**config.mk**
```make
export PLATFORM = sky130hd
export DESIGN_NAME = cgo_regs
export DESIGN_NICKNAME = d
export VERILOG_FILES = /design/src/rtl/cgo_pkg.sv /design/src/rtl/cgo_chan.sv /design/src/rtl/cgo_regs.sv
export SDC_FILE = /design/constraint.sdc
export NUM_CORES = 2
export LEC_CHECK = 0
export BUFFER_PORTS_ARGS = -buffer_cell sky130_fd_sc_hd__buf_2
export CORE_ASPECT_RATIO = 1.5
export CORE_MARGIN = 1
export CORE_UTILIZATION = 60
export CTS_BUF_LIST = sky130_fd_sc_hd__clkbuf_4 sky130_fd_sc_hd__clkbuf_8
export DETAILED_ROUTE_END_ITERATION = 6
export PLACE_DENSITY_LB_ADDON = 0.08
export SETUP_SLACK_MARGIN = 0.1
export SYNTH_ARGS = -nofsm -noshare
export SYNTH_HDL_FRONTEND = slang
export SYNTH_SLANG_ARGS = --single-unit
```
**constraint.sdc**
```tcl
create_clock -name i_clk -period 21.2 [get_ports i_clk]
set_clock_uncertainty 0.1 [all_clocks]
set_input_delay 0 -clock i_clk [delete_from_list [all_inputs] [get_ports i_clk]]
set_output_delay 0 -clock i_clk [all_outputs]
set_load 0.1 [all_outputs]
```
**src/rtl/cgo_pkg.sv**
```systemverilog
package cgo_pkg;
    localparam int          CGO_NCH        = 3;
    localparam int          CGO_SAMPLE_W   = 14;
    localparam int          CGO_REG_W      = 16;
    localparam int          CGO_ADDR_W     = 12;
    localparam int          CGO_GAIN_LSB   = 11;
    localparam int          CGO_GAIN_W     = 5;
    localparam int          CGO_OFS_LSB    = 0;
    localparam int          CGO_OFS_W      = 10;
    localparam int          CGO_FRAC_W     = 14;
    localparam int          CGO_MULT_W     = 17;
    // Register indices; byte address is four times the index.
    localparam logic [9:0]  CGO_IDX_BANK0  = 10'h019;
    localparam logic [9:0]  CGO_IDX_CH6    = 10'h01B;
    localparam logic [9:0]  CGO_IDX_CH6C   = 10'h01C;
    localparam logic [9:0]  CGO_IDX_CH7    = 10'h01D;
    localparam logic [9:0]  CGO_IDX_CH7C   = 10'h01E;
    localparam logic [9:0]  CGO_IDX_CTRL   = 10'h040;
    localparam logic [9:0]  CGO_IDX_STAT   = 10'h041;
    localparam int          CGO_NSLOT      = 6;
    localparam int          CGO_CTRL_GAIN  = 0;
    localparam int          CGO_CTRL_OFS   = 1;
    localparam logic [15:0] CGO_REG_RESET  = 16'h0000;
    localparam logic [1:0]  CGO_CTRL_RESET = 2'h0;
    localparam logic [1:0]  CGO_RESP_OKAY  = 2'h0;
    localparam logic [1:0]  CGO_RESP_SLV   = 2'h2;
    // Linear factor 10^(N*0.01) in Q2.14 for N = 0..31.
    localparam logic [16:0] CGO_GAIN_LUT [0:31] = '{
        17'h04000, 17'h0417E, 17'h04304, 17'h04494, 17'h0462D, 17'h047CF, 17'h0497B, 17'h04B32,
        17'h04CF2, 17'h04EBD, 17'h05092, 17'h05273, 17'h0545E, 17'h05655, 17'h05858, 17'h05A67,
        17'h05C82, 17'h05EAA, 17'h060DE, 17'h06320, 17'h0656F, 17'h067CC, 17'h06A37, 17'h06CB0,
        17'h06F38, 17'h071CF, 17'h07476, 17'h0772C, 17'h079F3, 17'h07CCA, 17'h07FB2, 17'h082AC};
    localparam logic [16:0] CGO_UNITY      = 17'h04000;
endpackage

```
**src/rtl/cgo_chan.sv**
```systemverilog
`timescale 1ns/1ps
module cgo_chan
    import cgo_pkg::*;
(
    // Clock and reset
    input  wire logic                     i_clk,
    input  wire logic                     i_rst_b,
    // Settings
    input  wire logic [CGO_GAIN_W-1:0]    i_gain_code,
    input  wire logic [CGO_OFS_W-1:0]     i_offset,
    input  wire logic                     i_gain_apply,
    input  wire logic                     i_offset_apply,
    // Sample stream
    input  wire logic                     i_valid,
    input  wire logic [CGO_SAMPLE_W-1:0]  i_sample,
    output logic                          o_valid,
    output logic [CGO_SAMPLE_W-1:0]       o_sample,
    output logic                          o_sat
);
    localparam int PW = CGO_SAMPLE_W + CGO_MULT_W + 1;
    localparam logic signed [PW-1:0] SMAX = PW'(2 ** (CGO_SAMPLE_W - 1) - 1);
    localparam logic signed [PW-1:0] SMIN = -PW'(2 ** (CGO_SAMPLE_W - 1));

    logic                    valid_q;
    logic [CGO_SAMPLE_W-1:0] sample_q;
    logic                    sat_q;
    logic                    next_valid;
    logic [CGO_SAMPLE_W-1:0] next_sample;
    logic                    next_sat;

    always_comb begin
        logic signed [PW-1:0] factor;
        logic signed [PW-1:0] prod;
        logic signed [PW-1:0] sum;
        factor = i_gain_apply ? PW'(CGO_GAIN_LUT[i_gain_code]) : PW'(CGO_UNITY);
        prod   = PW'($signed(i_sample)) * factor;
        prod   = (prod + PW'(2 ** (CGO_FRAC_W - 1))) >>> CGO_FRAC_W;
        // Offset is sign extended and added at sample weight, one code per output step.
        sum    = prod + (i_offset_apply ? PW'($signed(i_offset)) : '0);
        next_valid  = i_valid;
        next_sat    = 1'b0;
        next_sample = sum[CGO_SAMPLE_W-1:0];
        if (sum > SMAX) begin
            next_sample = SMAX[CGO_SAMPLE_W-1:0];
            next_sat    = i_valid;
        end else if (sum < SMIN) begin
            next_sample = SMIN[CGO_SAMPLE_W-1:0];
            next_sat    = i_valid;
        end
    end

    always_ff @(posedge i_clk or negedge i_rst_b) begin
        if (!i_rst_b) begin
            valid_q  <= 1'b0;
            sample_q <= '0;
            sat_q    <= 1'b0;
        end else begin
            valid_q  <= next_valid;
            sample_q <= next_sample;
            sat_q    <= next_sat;
        end
    end

    assign o_valid  = valid_q;
    assign o_sample = sample_q;
    assign o_sat    = sat_q;
endmodule // cgo_chan

```
**src/rtl/cgo_regs.sv**
```systemverilog
`timescale 1ns/1ps
module cgo_regs
    import cgo_pkg::*;
(
    // Clock and reset
    input  wire logic                                i_clk,
    input  wire logic                                i_rst_b,
    // AXI4-Lite write address and data
    input  wire logic                                i_awvalid,
    input  wire logic [CGO_ADDR_W-1:0]               i_awaddr,
    output logic                                     o_awready,
    input  wire logic                                i_wvalid,
    input  wire logic [31:0]                         i_wdata,
    input  wire logic [3:0]                          i_wstrb,
    output logic                                     o_wready,
    // AXI4-Lite write response
    output logic                                     o_bvalid,
    output logic [1:0]                               o_bresp,
    input  wire logic                                i_bready,
    // AXI4-Lite read
    input  wire logic                                i_arvalid,
    input  wire logic [CGO_ADDR_W-1:0]               i_araddr,
    output logic                                     o_arready,
    output logic                                     o_rvalid,
    output logic [31:0]                              o_rdata,
    output logic [1:0]                               o_rresp,
    input  wire logic                                i_rready,
    // Samples of channels 5, 6 and 7, lowest index is channel 5
    input  wire logic                                i_sample_valid,
    input  wire logic [CGO_NCH-1:0][CGO_SAMPLE_W-1:0] i_sample,
    output logic                                     o_sample_valid,
    output logic [CGO_NCH-1:0][CGO_SAMPLE_W-1:0]     o_sample
);
    logic [CGO_REG_W-1:0]  bank [CGO_NSLOT];
    logic [CGO_REG_W-1:0]  next_bank [CGO_NSLOT];
    logic [1:0]            ctrl;
    logic [1:0]            next_ctrl;
    logic [CGO_NCH-1:0]    sat_flag;
    logic [CGO_NCH-1:0]    next_sat_flag;
    logic                  aw_held;
    logic                  next_aw_held;
    logic                  w_held;
    logic                  next_w_held;
    logic [9:0]            wr_idx;
    logic [9:0]            next_wr_idx;
    logic [31:0]           wr_data;
    logic [31:0]           next_wr_data;
    logic [3:0]            wr_strb;
    logic [3:0]            next_wr_strb;
    logic                  awready;
    logic                  next_awready;
    logic                  wready;
    logic                  next_wready;
    logic                  bvalid;
    logic                  next_bvalid;
    logic [1:0]            bresp;
    logic [1:0]            next_bresp;
    logic                  arready;
    logic                  next_arready;
    logic                  rvalid;
    logic                  next_rvalid;
    logic [31:0]           rdata;
    logic [31:0]           next_rdata;
    logic [1:0]            rresp;
    logic [1:0]            next_rresp;
    logic [CGO_NCH-1:0]    ch_valid;
    logic [CGO_NCH-1:0]    ch_sat;
    logic [CGO_NCH-1:0][CGO_SAMPLE_W-1:0] ch_sample;
    logic [CGO_NCH-1:0][CGO_SAMPLE_W-1:0] samp_in;
    logic [CGO_NCH-1:0][CGO_SAMPLE_W-1:0] next_samp_in;
    logic                  samp_vin;
    logic                  next_samp_vin;

    // Bank slot of an index, or CGO_NSLOT when the index is not in the bank.
    function automatic int slot_of(input logic [9:0] idx);
        slot_of = CGO_NSLOT;
        if (idx >= CGO_IDX_BANK0 && idx <= CGO_IDX_CH7C) begin
            slot_of = int'(idx - CGO_IDX_BANK0);
        end
    endfunction

    always_comb begin
        int ws;
        int rs;
        ws = slot_of(aw_held ? wr_idx : i_awaddr[11:2]);
        rs = slot_of(i_araddr[11:2]);
        next_bank     = bank;
        next_ctrl     = ctrl;
        next_sat_flag = sat_flag | ch_sat;
        next_aw_held  = aw_held;
        next_w_held   = w_held;
        next_wr_idx   = wr_idx;
        next_wr_data  = wr_data;
        next_wr_strb  = wr_strb;
        next_bvalid   = bvalid;
        next_bresp    = bresp;
        next_rvalid   = rvalid;
        next_rdata    = rdata;
        next_rresp    = rresp;
        if (i_awvalid && awready) begin
            next_aw_held = 1'b1;
            next_wr_idx  = i_awaddr[11:2];
        end
        if (i_wvalid && wready) begin
            next_w_held  = 1'b1;
            next_wr_data = i_wdata;
            next_wr_strb = i_wstrb;
        end
        if (bvalid && i_bready) begin
            next_bvalid = 1'b0;
        end
        if (aw_held && w_held && !bvalid) begin
            next_aw_held = 1'b0;
            next_w_held  = 1'b0;
            next_bvalid  = 1'b1;
            next_bresp   = CGO_RESP_OKAY;
            if (ws < CGO_NSLOT) begin
                // All sixteen bits store, reserved ones too, so software reads back what it wrote.
                if (wr_strb[0]) next_bank[ws][7:0]  = wr_data[7:0];
                if (wr_strb[1]) next_bank[ws][15:8] = wr_data[15:8];
            end else if (wr_idx == CGO_IDX_CTRL) begin
                if (wr_strb[0]) next_ctrl = wr_data[1:0];
            end else if (wr_idx == CGO_IDX_STAT) begin
                // A saturation in the clearing cycle keeps its flag set.
                if (wr_strb[0]) next_sat_flag = (sat_flag & ~wr_data[CGO_NCH-1:0]) | ch_sat;
            end else begin
                next_bresp = CGO_RESP_SLV;
            end
        end
        if (rvalid && i_rready) begin
            next_rvalid = 1'b0;
        end
        if (i_arvalid && arready) begin
            next_rvalid = 1'b1;
            next_rresp  = CGO_RESP_OKAY;
            next_rdata  = '0;
            if (rs < CGO_NSLOT) begin
                next_rdata = {16'h0000, bank[rs]};
            end else if (i_araddr[11:2] == CGO_IDX_CTRL) begin
                next_rdata = {30'h00000000, ctrl};
            end else if (i_araddr[11:2] == CGO_IDX_STAT) begin
                next_rdata = {29'h00000000, sat_flag};
            end else begin
                next_rresp = CGO_RESP_SLV;
            end
        end
        next_awready  = !next_aw_held && !next_bvalid;
        next_wready   = !next_w_held && !next_bvalid;
        next_arready  = !next_rvalid;
        next_samp_in  = i_sample;
        next_samp_vin = i_sample_valid;
    end

    always_ff @(posedge i_clk or negedge i_rst_b) begin
        if (!i_rst_b) begin
            for (int s = 0; s < CGO_NSLOT; s++) begin
                bank[s] <= CGO_REG_RESET;
            end
            ctrl     <= CGO_CTRL_RESET;
            sat_flag <= '0;
            aw_held  <= 1'b0;
            w_held   <= 1'b0;
            wr_idx   <= '0;
            wr_data  <= '0;
            wr_strb  <= '0;
            awready  <= 1'b0;
            wready   <= 1'b0;
            bvalid   <= 1'b0;
            bresp    <= CGO_RESP_OKAY;
            arready  <= 1'b0;
            rvalid   <= 1'b0;
            rdata    <= '0;
            rresp    <= CGO_RESP_OKAY;
            samp_in  <= '0;
            samp_vin <= 1'b0;
        end else begin
            bank     <= next_bank;
            ctrl     <= next_ctrl;
            sat_flag <= next_sat_flag;
            aw_held  <= next_aw_held;
            w_held   <= next_w_held;
            wr_idx   <= next_wr_idx;
            wr_data  <= next_wr_data;
            wr_strb  <= next_wr_strb;
            awready  <= next_awready;
            wready   <= next_wready;
            bvalid   <= next_bvalid;
            bresp    <= next_bresp;
            arready  <= next_arready;
            rvalid   <= next_rvalid;
            rdata    <= next_rdata;
            rresp    <= next_rresp;
            samp_in  <= next_samp_in;
            samp_vin <= next_samp_vin;
        end
    end

    // The pair copy is stored only; the data path trusts software to keep both equal.
    for (genvar c = 0; c < CGO_NCH; c++) begin : g_chan
        cgo_chan u_chan (
            .i_clk          (i_clk),
            .i_rst_b        (i_rst_b),
            .i_gain_code    (bank[2*c][CGO_GAIN_LSB +: CGO_GAIN_W]),
            .i_offset       (bank[2*c][CGO_OFS_LSB +: CGO_OFS_W]),
            .i_gain_apply   (ctrl[CGO_CTRL_GAIN]),
            .i_offset_apply (ctrl[CGO_CTRL_OFS]),
            .i_valid        (samp_vin),
            .i_sample       (samp_in[c]),
            .o_valid        (ch_valid[c]),
            .o_sample       (ch_sample[c]),
            .o_sat          (ch_sat[c])
        );
    end

    assign o_awready      = awready;
    assign o_wready       = wready;
    assign o_bvalid       = bvalid;
    assign o_bresp        = bresp;
    assign o_arready      = arready;
    assign o_rvalid       = rvalid;
    assign o_rdata        = rdata;
    assign o_rresp        = rresp;
    assign o_sample_valid = ch_valid[0];
    assign o_sample       = ch_sample;
endmodule // cgo_regs
```
# --- Word-level counts from Yosys, hierarchy flattened ---
# Memory sizes are Yosys's and may differ from the RTL's.
# Cells that the tools add are included.
totals:
  reg_bits: 261
  mem_bits_ro: 1632
  in_bits: 110
  elab_cells: 159
  mem_count: 3
mem_list:
  columns: ["memory", "words", "word_bits", "rd", "rd_ports_with_merged_regs", "write_ports", "line_no", "text"]
  rows:
  - ["(name not given)", 32, 17, 1, 0, 0, "cgo_chan.sv:35", "factor = i_gain_apply ? PW'(CGO_GAIN_LUT[i_gain_code]) : PW'(CGO_UNITY);"]
  - ["(name not given)", 32, 17, 1, 0, 0, "cgo_chan.sv:35", null]
  - ["(name not given)", 32, 17, 1, 0, 0, "cgo_chan.sv:35", null]
op_classes:
  add_sub_neg: 8
  multipliers: 3
  n_lt_le_gt_ge: 18
  n_eq_ne: 4
  mux: 62
  bitwise_logic: 10
  reduce_logical: 19
ops:
  columns: ["op", "count"]
  rows:
  - ["2-to-1 mux 96 bit", 4]
  - ["bitwise mux 96 bit", 2]
  - ["2-to-1 mux 32 bit", 5]
  - ["2-to-1 mux 17 bit", 9]
  - ["adder 32 x 15 -> 32 bit (second input constant)", 3]
  - ["adder 32 bit", 3]
  - ["demux 16 bit (select 3 bit)", 2]
  - ["greater-than comparator 32 x 14 -> 1 bit (second input constant)", 3]
  - ["less-than comparator 32 x 14 -> 1 bit (second input constant)", 3]
  - ["multiplier 14 x 18 -> 32 bit", 3]
  - ["2-to-1 mux 14 bit", 6]
  - [">= comparator 32 x 4 -> 1 bit (second input constant)", 2]
  - ["less-than comparator 32 x 4 -> 1 bit (second input constant)", 2]
  - ["2-to-1 mux 16 bit", 4]
  - ["inverter 32 bit", 2]
  - ["binary-select mux 16 bit (select 3 bit)", 1]
  - ["equality test 10 x 7 -> 1 bit (second input constant)", 4]
  - ["less-than comparator 32 x 1 -> 1 bit (second input constant)", 1]
  - ["subtractor 10 x 5 -> 11 bit (second input constant)", 2]
  - ["2-to-1 mux 3 bit", 7]
  - [">= comparator 10 x 5 -> 1 bit (second input constant)", 2]
  - ["<= comparator 10 x 5 -> 1 bit (second input constant)", 2]
  - [">= comparator 6 bit (second input constant)", 3]
  - ["inverter 5 -> 6 bit", 3]
  - ["other kinds (12)", 46]

# --- Depth between registers and ports, before layout ---
logic_depth:
  ltp_word: 15
  mapped_depth: 45
  ltp_nobuf: 41

# --- Modules after synthesis ---
# Synthesis repeated with hierarchy kept, for this count alone.
unflattened:
  cells_unflattened: 4171
  hier_area_um2: 38991.1
by_module_without_submodules:
  columns: ["mod", "instances", "cells_per_inst", "area_each_um2", "seq_area_each_um2"]
  rows:
  - ["cgo_chan (g_chan[2].u_chan)", 1, 1190, 10092.2, 400.4]
  - ["cgo_chan (g_chan[1].u_chan)", 1, 1158, 10022.1, 400.4]
  - ["cgo_chan (g_chan[0].u_chan)", 1, 1172, 9964.6, 400.4]
  - ["cgo_regs", 1, 651, 8912.3, 4929.7]

# --- Worst setup path before layout ---
# OpenSTA, ideal clock, no wires.
synth_path:
  kind: "register to register"
  from: "register bank[92] (netlist bit)"
  to: "register g_chan[0].u_chan.sample_q[11]"
  setup_ps: 83
  t_arrival_ps: 9809
  required_time_ps: 21017
  path_slack_ps: 11208
  path_stages_with_launch: 43
  n_path_buf: 5
  path_cell_list: "dfrtp_1 clkbuf_1 inv_1 ha_1 clkbuf_1 nor2_1 a221o_1 a21oi_1 clkbuf_1 and2_1 fa_1 inv_1 fa_1 fa_1 fa_1 inv_1 fa_1 inv_1 [... 7 more ...] a311oi_2 o31a_2 a31o_4 a21o_1 xor2_1 ha_1 clkbuf_1 o21a_1 o211ai_1 and3_1 a21oi_1 o21ai_1 o31ai_1 xnor2_1 nor4_2 nor2_1 clkbuf_1 o21ai_0"
synth_via:
  elab_chain_len: 11
  elab_cells_between_ends: 12
synth_lines:
  columns: ["item", "line_no", "text"]
  rows:
  - ["from (decl)", "cgo_regs.sv:34", "logic [CGO_REG_W-1:0] bank [CGO_NSLOT];"]
  - ["from (signal assigned)", "cgo_regs.sv:177", "bank <= next_bank;"]
  - ["inverter 5 -> 6 bit (not written as such) (*)", "cgo_chan.sv:35", null]
  - ["memory (32 x 17 bit) (*)", null, null]
  - ["2-to-1 mux 17 bit (not written as such) (*) (2 in a row)", "cgo_chan.sv:35", null]
  - ["2-to-1 mux 17 bit (*)", "cgo_chan.sv:35", null]
  - ["multiplier 14 x 18 -> 32 bit (*)", "cgo_chan.sv:36", "prod = PW'($signed(i_sample)) * factor;"]
  - ["adder 32 x 15 -> 32 bit (*)", "cgo_chan.sv:37", "prod = (prod + PW'(2 ** (CGO_FRAC_W - 1))) >>> CGO_FRAC_W;"]
  - ["adder 32 bit (*)", "cgo_chan.sv:39", "sum = prod + (i_offset_apply ? PW'($signed(i_offset)) : '0);"]
  - ["less-than comparator 32 x 14 -> 1 bit", "cgo_chan.sv:46", "end else if (sum < SMIN) begin"]
  - ["2-to-1 mux 14 bit", "cgo_chan.sv:46", null]
  - ["2-to-1 mux 14 bit (*)", "cgo_chan.sv:43", "if (sum > SMAX) begin"]
  - ["named net g_chan[0].u_chan.next_sample[11]", "cgo_chan.sv:28", "logic [CGO_SAMPLE_W-1:0] next_sample;"]
  - ["to (signal assigned)", "cgo_chan.sv:59", "sample_q <= next_sample;"]
  - ["to (decl)", "cgo_chan.sv:25", "logic [CGO_SAMPLE_W-1:0] sample_q;"]
# The timed path passes the listed nets; every way through them passes the cells marked *. The select of a mux whose other input is x is not followed.
# A chain may end at the register's enable or synchronous reset.

# --- Final worst setup path ---
layout_path:
  from: "register bank[28] (netlist bit)"
  to: "register g_chan[2].u_chan.sample_q[7]"
layout_via:
  elab_chain_len: 11
  elab_cells_between_ends: 12
layout_lines:
  columns: ["item", "line_no"]
  rows:
  - ["inverter 5 -> 6 bit (not written as such) (*)", "cgo_chan.sv:35"]
  - ["memory (32 x 17 bit) (*)", null]
  - ["2-to-1 mux 17 bit (not written as such) (*) (2 in a row)", "cgo_chan.sv:35"]
  - ["2-to-1 mux 17 bit (*)", "cgo_chan.sv:35"]
  - ["multiplier 14 x 18 -> 32 bit (*)", "cgo_chan.sv:36"]
  - ["adder 32 x 15 -> 32 bit (*)", "cgo_chan.sv:37"]
  - ["adder 32 bit (*)", "cgo_chan.sv:39"]
  - ["less-than comparator 32 x 14 -> 1 bit", "cgo_chan.sv:46"]
  - ["2-to-1 mux 14 bit", "cgo_chan.sv:46"]
  - ["2-to-1 mux 14 bit (*)", "cgo_chan.sv:43"]
  - ["named net g_chan[2].u_chan.next_sample[7]", "cgo_chan.sv:28"]
  - ["to (signal assigned)", "cgo_chan.sv:59"]
  - ["to (decl)", "cgo_chan.sv:25"]
# Marks and branches as above.

==> results.yml <==
logic_synthesis:
  synthesis.area_per_instance_um2: 9.35
  synthMuxAreaShare_pct: 5.52
  ys_ff_latch: 243
  syn_inst: 4043
  synthesis.area_um2: 37800
  ys_seq_area_share_pct: 16.1
  synthesis.yosys.warnings: 0
  synth_compound_area_share_pct: 9.91
  synth_enable_flop_cells: 0
  dominantRegCellSynth: "dfrtp_1"
  combinational_family_with_the_most_area_after_synthesis: "adder cells"
  synthDistinctLibCells: 104
  yosys.area_share.xor_xnor_pct: 2.36
  asyncSetResetFlopFracSynth_pct: 100
  synth-simple-area-share_pct: 15.7
  synth_adder_area_share_pct: 41.9
global_route:
  pin_count_of_the_biggest_net_entering_global_routing: 111
  first_global_vias: 31000
  global_route_usage_sum_pct: 31.6
  antenna_violations_before_repair: 4
  globalRoute.totalOverflow: 0
  grt_first_pass_wirelength_um: 157000
clock_tree:
  clock_insertion_delay_worst_skew_ns: 0.65
  numClockSinks: 243
  numCtsBuffers: 43
  clock_path_buffers: 3
  cts_root_buffer: "clkbuf_8"
  maximum_level_of_the_cts_h_tree: 2
  tritoncts: "built"
  clock_pin_slew_on_the_worst_setup_and_hold_paths_ns: 0.06
power_and_ir_drop:
  worst_ir_drop_vdd_mv: 0.116
  total_leakage_power_nw: 21.7
  swShare_pct: 41.5
  p_seq_share_pct: 34.5
  p_comb_share_pct: 37.4
  power_frac_clock_pct: 28.1
  p_int_mw: 1.02
  power_switching_uw: 728
  power_density_nw_per_um2: 42.2
cells_and_area:
  post-route-util_pct: 66.7
  finalNetCount: 5315
  layout.filler_cells: 5218
  areaGrowthSynthToFinish_pct: 9.76
  final_layout_size_suffix_gt1_share_pct: 11.2
floorplan:
  fp.dieArea_um2: 64000
  io_pins: 194
  core_region_area_um2: 62200
  die_h_um: 309
  initial_utilization_pct: 60.8
  row_count: 112
  chipWidth_um: 207
route:
  count_of_antenna_violating_nets_left_after_detailed_routing: 0
  avgViaCountPerCell: 5.75
  vias: 29200
  routedWlPerCell_um: 19.2
  dr.pass1.iters: 7
  post-route-drc-count: 16
  drtIter0Drc: 1420
  routed_wire_length_um: 97500
sta:
  fin_crit_period_ns: 11.34
  slew_viol_final: 0
  timing.final.crit_share_pct: 53.5
  slew_margin_rel_pct: 26.7
  grt_setup_unrepaired: "no"
  maxClockFrequency_ghz: 0.0882
  tns_ns: 0
  worstMarginPinSlew_ns: 1.10
  final-setup-viol-count: 0
  timing_hold_violations_final: 0
placed_design:
  numPortBuffers: 153
  gp_routability_congestion: 0.924
  post-dp-hpwl_um: 73200
outcome:
  outcome: "complete, but fails checks"
  violations: "DRC"
critical_path:
  cpPeakStageDelay_ns: 0.73
  critical_path_required_ns: 21.57
  timing.critical_path.to_type: "register"
  critical_path_peak_fanout: 16
  timing.critical_path.mode_cell: "fa_1"
  cp_data_arrival_time_ns: 11.71
  critical_path.startpoint_type: "register"
  critical_path.slowest_cell: "dfrtp_1"
  worst_setup_path_class: "register to register"
flow_run:
  max_cap_viol_count: 0
hold_path:
  min-delay-path-class: "primary input to register"
[power by group through the flow]
stage / clock, mW / combinational [mW] / sequential (mW)
after detailed placement: 0 / 0.616 / 0.610
after global placement: 0 / 0.611 / 0.609
final: 0.493 / 0.655 / 0.605
after global routing: 0.523 / 0.716 / 0.612
after CTS: 0.507 / 0.654 / 0.602
after floorplan: 0 / 0.379 / 0.679
[flip-flops by register name, indices dropped and copies added (netlist names), 2 cells and up]
signal	count
o_rdata	16
sat_flag	3
wr_idx	10
wr_data	16
wr_strb	2
g_chan.u_chan.o_sat	3
samp_in	42
ctrl	2
bank	96
g_chan.u_chan.o_sample	42
[per-stage QoR]
step | power [mW] | cells | hold WS (ns) | setup slack (ns) | cell area, um^2
2_1_floorplan | 1.06 | 4060 | -0.396 | 11.21 | 37900
3_3_place_gp | 1.22 | 4850 | 0.00746 | 10.07 | 39100
3_5_place_dp | 1.23 | 4850 | 0.00931 | 9.91 | 39100
4_1_cts | 1.76 | 5067 | 0.000225 | 9.92 | 41500
5_1_grt | 1.85 | 5069 | 0.0470 | 9.23 | 41500
6_report | 1.75 | 5070 | 0.0553 | 9.86 | 41500
[area by class of cell]
type / instances / area, um^2 / area share (%)
tap: 798 / 998 / 2.41
clock buffer: 61 / 758 / 1.83
multi-input combinational: 2992 / 28600 / 68.9
inverter: 619 / 2320 / 5.60
clock inverter: 15 / 189 / 0.455
timing repair buffer: 339 / 2540 / 6.13
antenna: 3 / 7.51 / 0.0181
sequential: 243 / 6080 / 14.7
[Yosys cell counts, types with 11 or more instances]
cell      number  share of area (%)
a22o_1        17               0.39
clkbuf_1     152                1.5
o21ai_0      108                1.4
o21ai_1       11               0.15
nor2_1       171                1.7
o21a_1        16               0.32
mux2i_1       34               0.90
dfrtp_1      243                 16
nand3_1       31               0.41
nor2b_1       29               0.48
nand2b_1      43               0.71
o22ai_1       24               0.40
a31oi_1       21               0.35
xnor2_1       64                1.5
nand4_1       13               0.22
xor2_1        38               0.88
a21oi_1      154                2.0
fa_1         501                 27
ha_1         466                 15
and2_1       316                5.2
a21o_1        55                1.1
mux2_2       145                4.3
buf_2         15               0.20
buf_1         15               0.15
and3_1        79                1.3
o211ai_1      21               0.42
inv_1        614                6.1
a211oi_1      23               0.46
buf_4         22               0.44
nor3_1        28               0.37
nand2_1      387                3.8
[cells by family after synthesis]
kind of cell             Yosys count
AND/OR/NAND/NOR                 1161
adder cells (fa/ha/maj)          967
buffers and inverters            825
AO/OA/AOI/OAI                    559
flip-flops                       243
multiplexers                     185
XOR/XNOR                         102
other                              1
[routing by layer]
metal	wire, um	GRT usage, %	vias to the layer above
met5	23	0	-
met4	5170	16.5	4
met3	4290	3.39	267
met2	52000	58.0	754
met1	36000	35.5	14700
li1	-	-	13500
[cell usage in the layout, fill, tap and decap left out, types with 145 or more instances in the layout]
cell,instances
nand2_1,387
buf_2,152
fa_1,501
mux2_2,145
ha_1,466
and2_1,316
a21oi_1,154
dfrtp_1,242
inv_1,614
nor2_1,170
[critical path: cells and delay by family, from the launching register on]
kind / cells / cell delay [ns]
adder cells (fa/ha/maj): 9 / 4.08
AO/OA/AOI/OAI: 15 / 4.03
AND/OR/NAND/NOR: 6 / 0.99
buffers and inverters: 6 / 0.73
flip-flops: 1 / 0.73
multiplexers: 1 / 0.37
XOR/XNOR: 1 / 0.15
[path summary, 6_finish.rpt]
kind	end	cells after the start	slack, ns	from
max in group asynchronous	samp_in[2]	4	19.64	i_rst_b
worst max-delay path	g_chan[2].u_chan.o_sample[7]	38	9.86	bank[28]
worst min-delay path	wr_data[3]	3	0.06	i_wdata[3]
worst min register to register	sat_flag[0]	1	0.35	g_chan[0].u_chan.o_sat
min in group asynchronous	samp_in[29]	3	0.28	i_rst_b
worst max register to register	g_chan[2].u_chan.o_sample[7]	38	9.86	bank[28]
[timing repair]
item / CTS / global route
gates resized for setup: 0 / 0
setup buffers: 0 / 0
hold buffers: 141 / 0
endpoints found under the setup margin: 0 / 0
hold endpoints to repair: 195 / 0
Note: power is estimated with default switching activity, not from simulation.
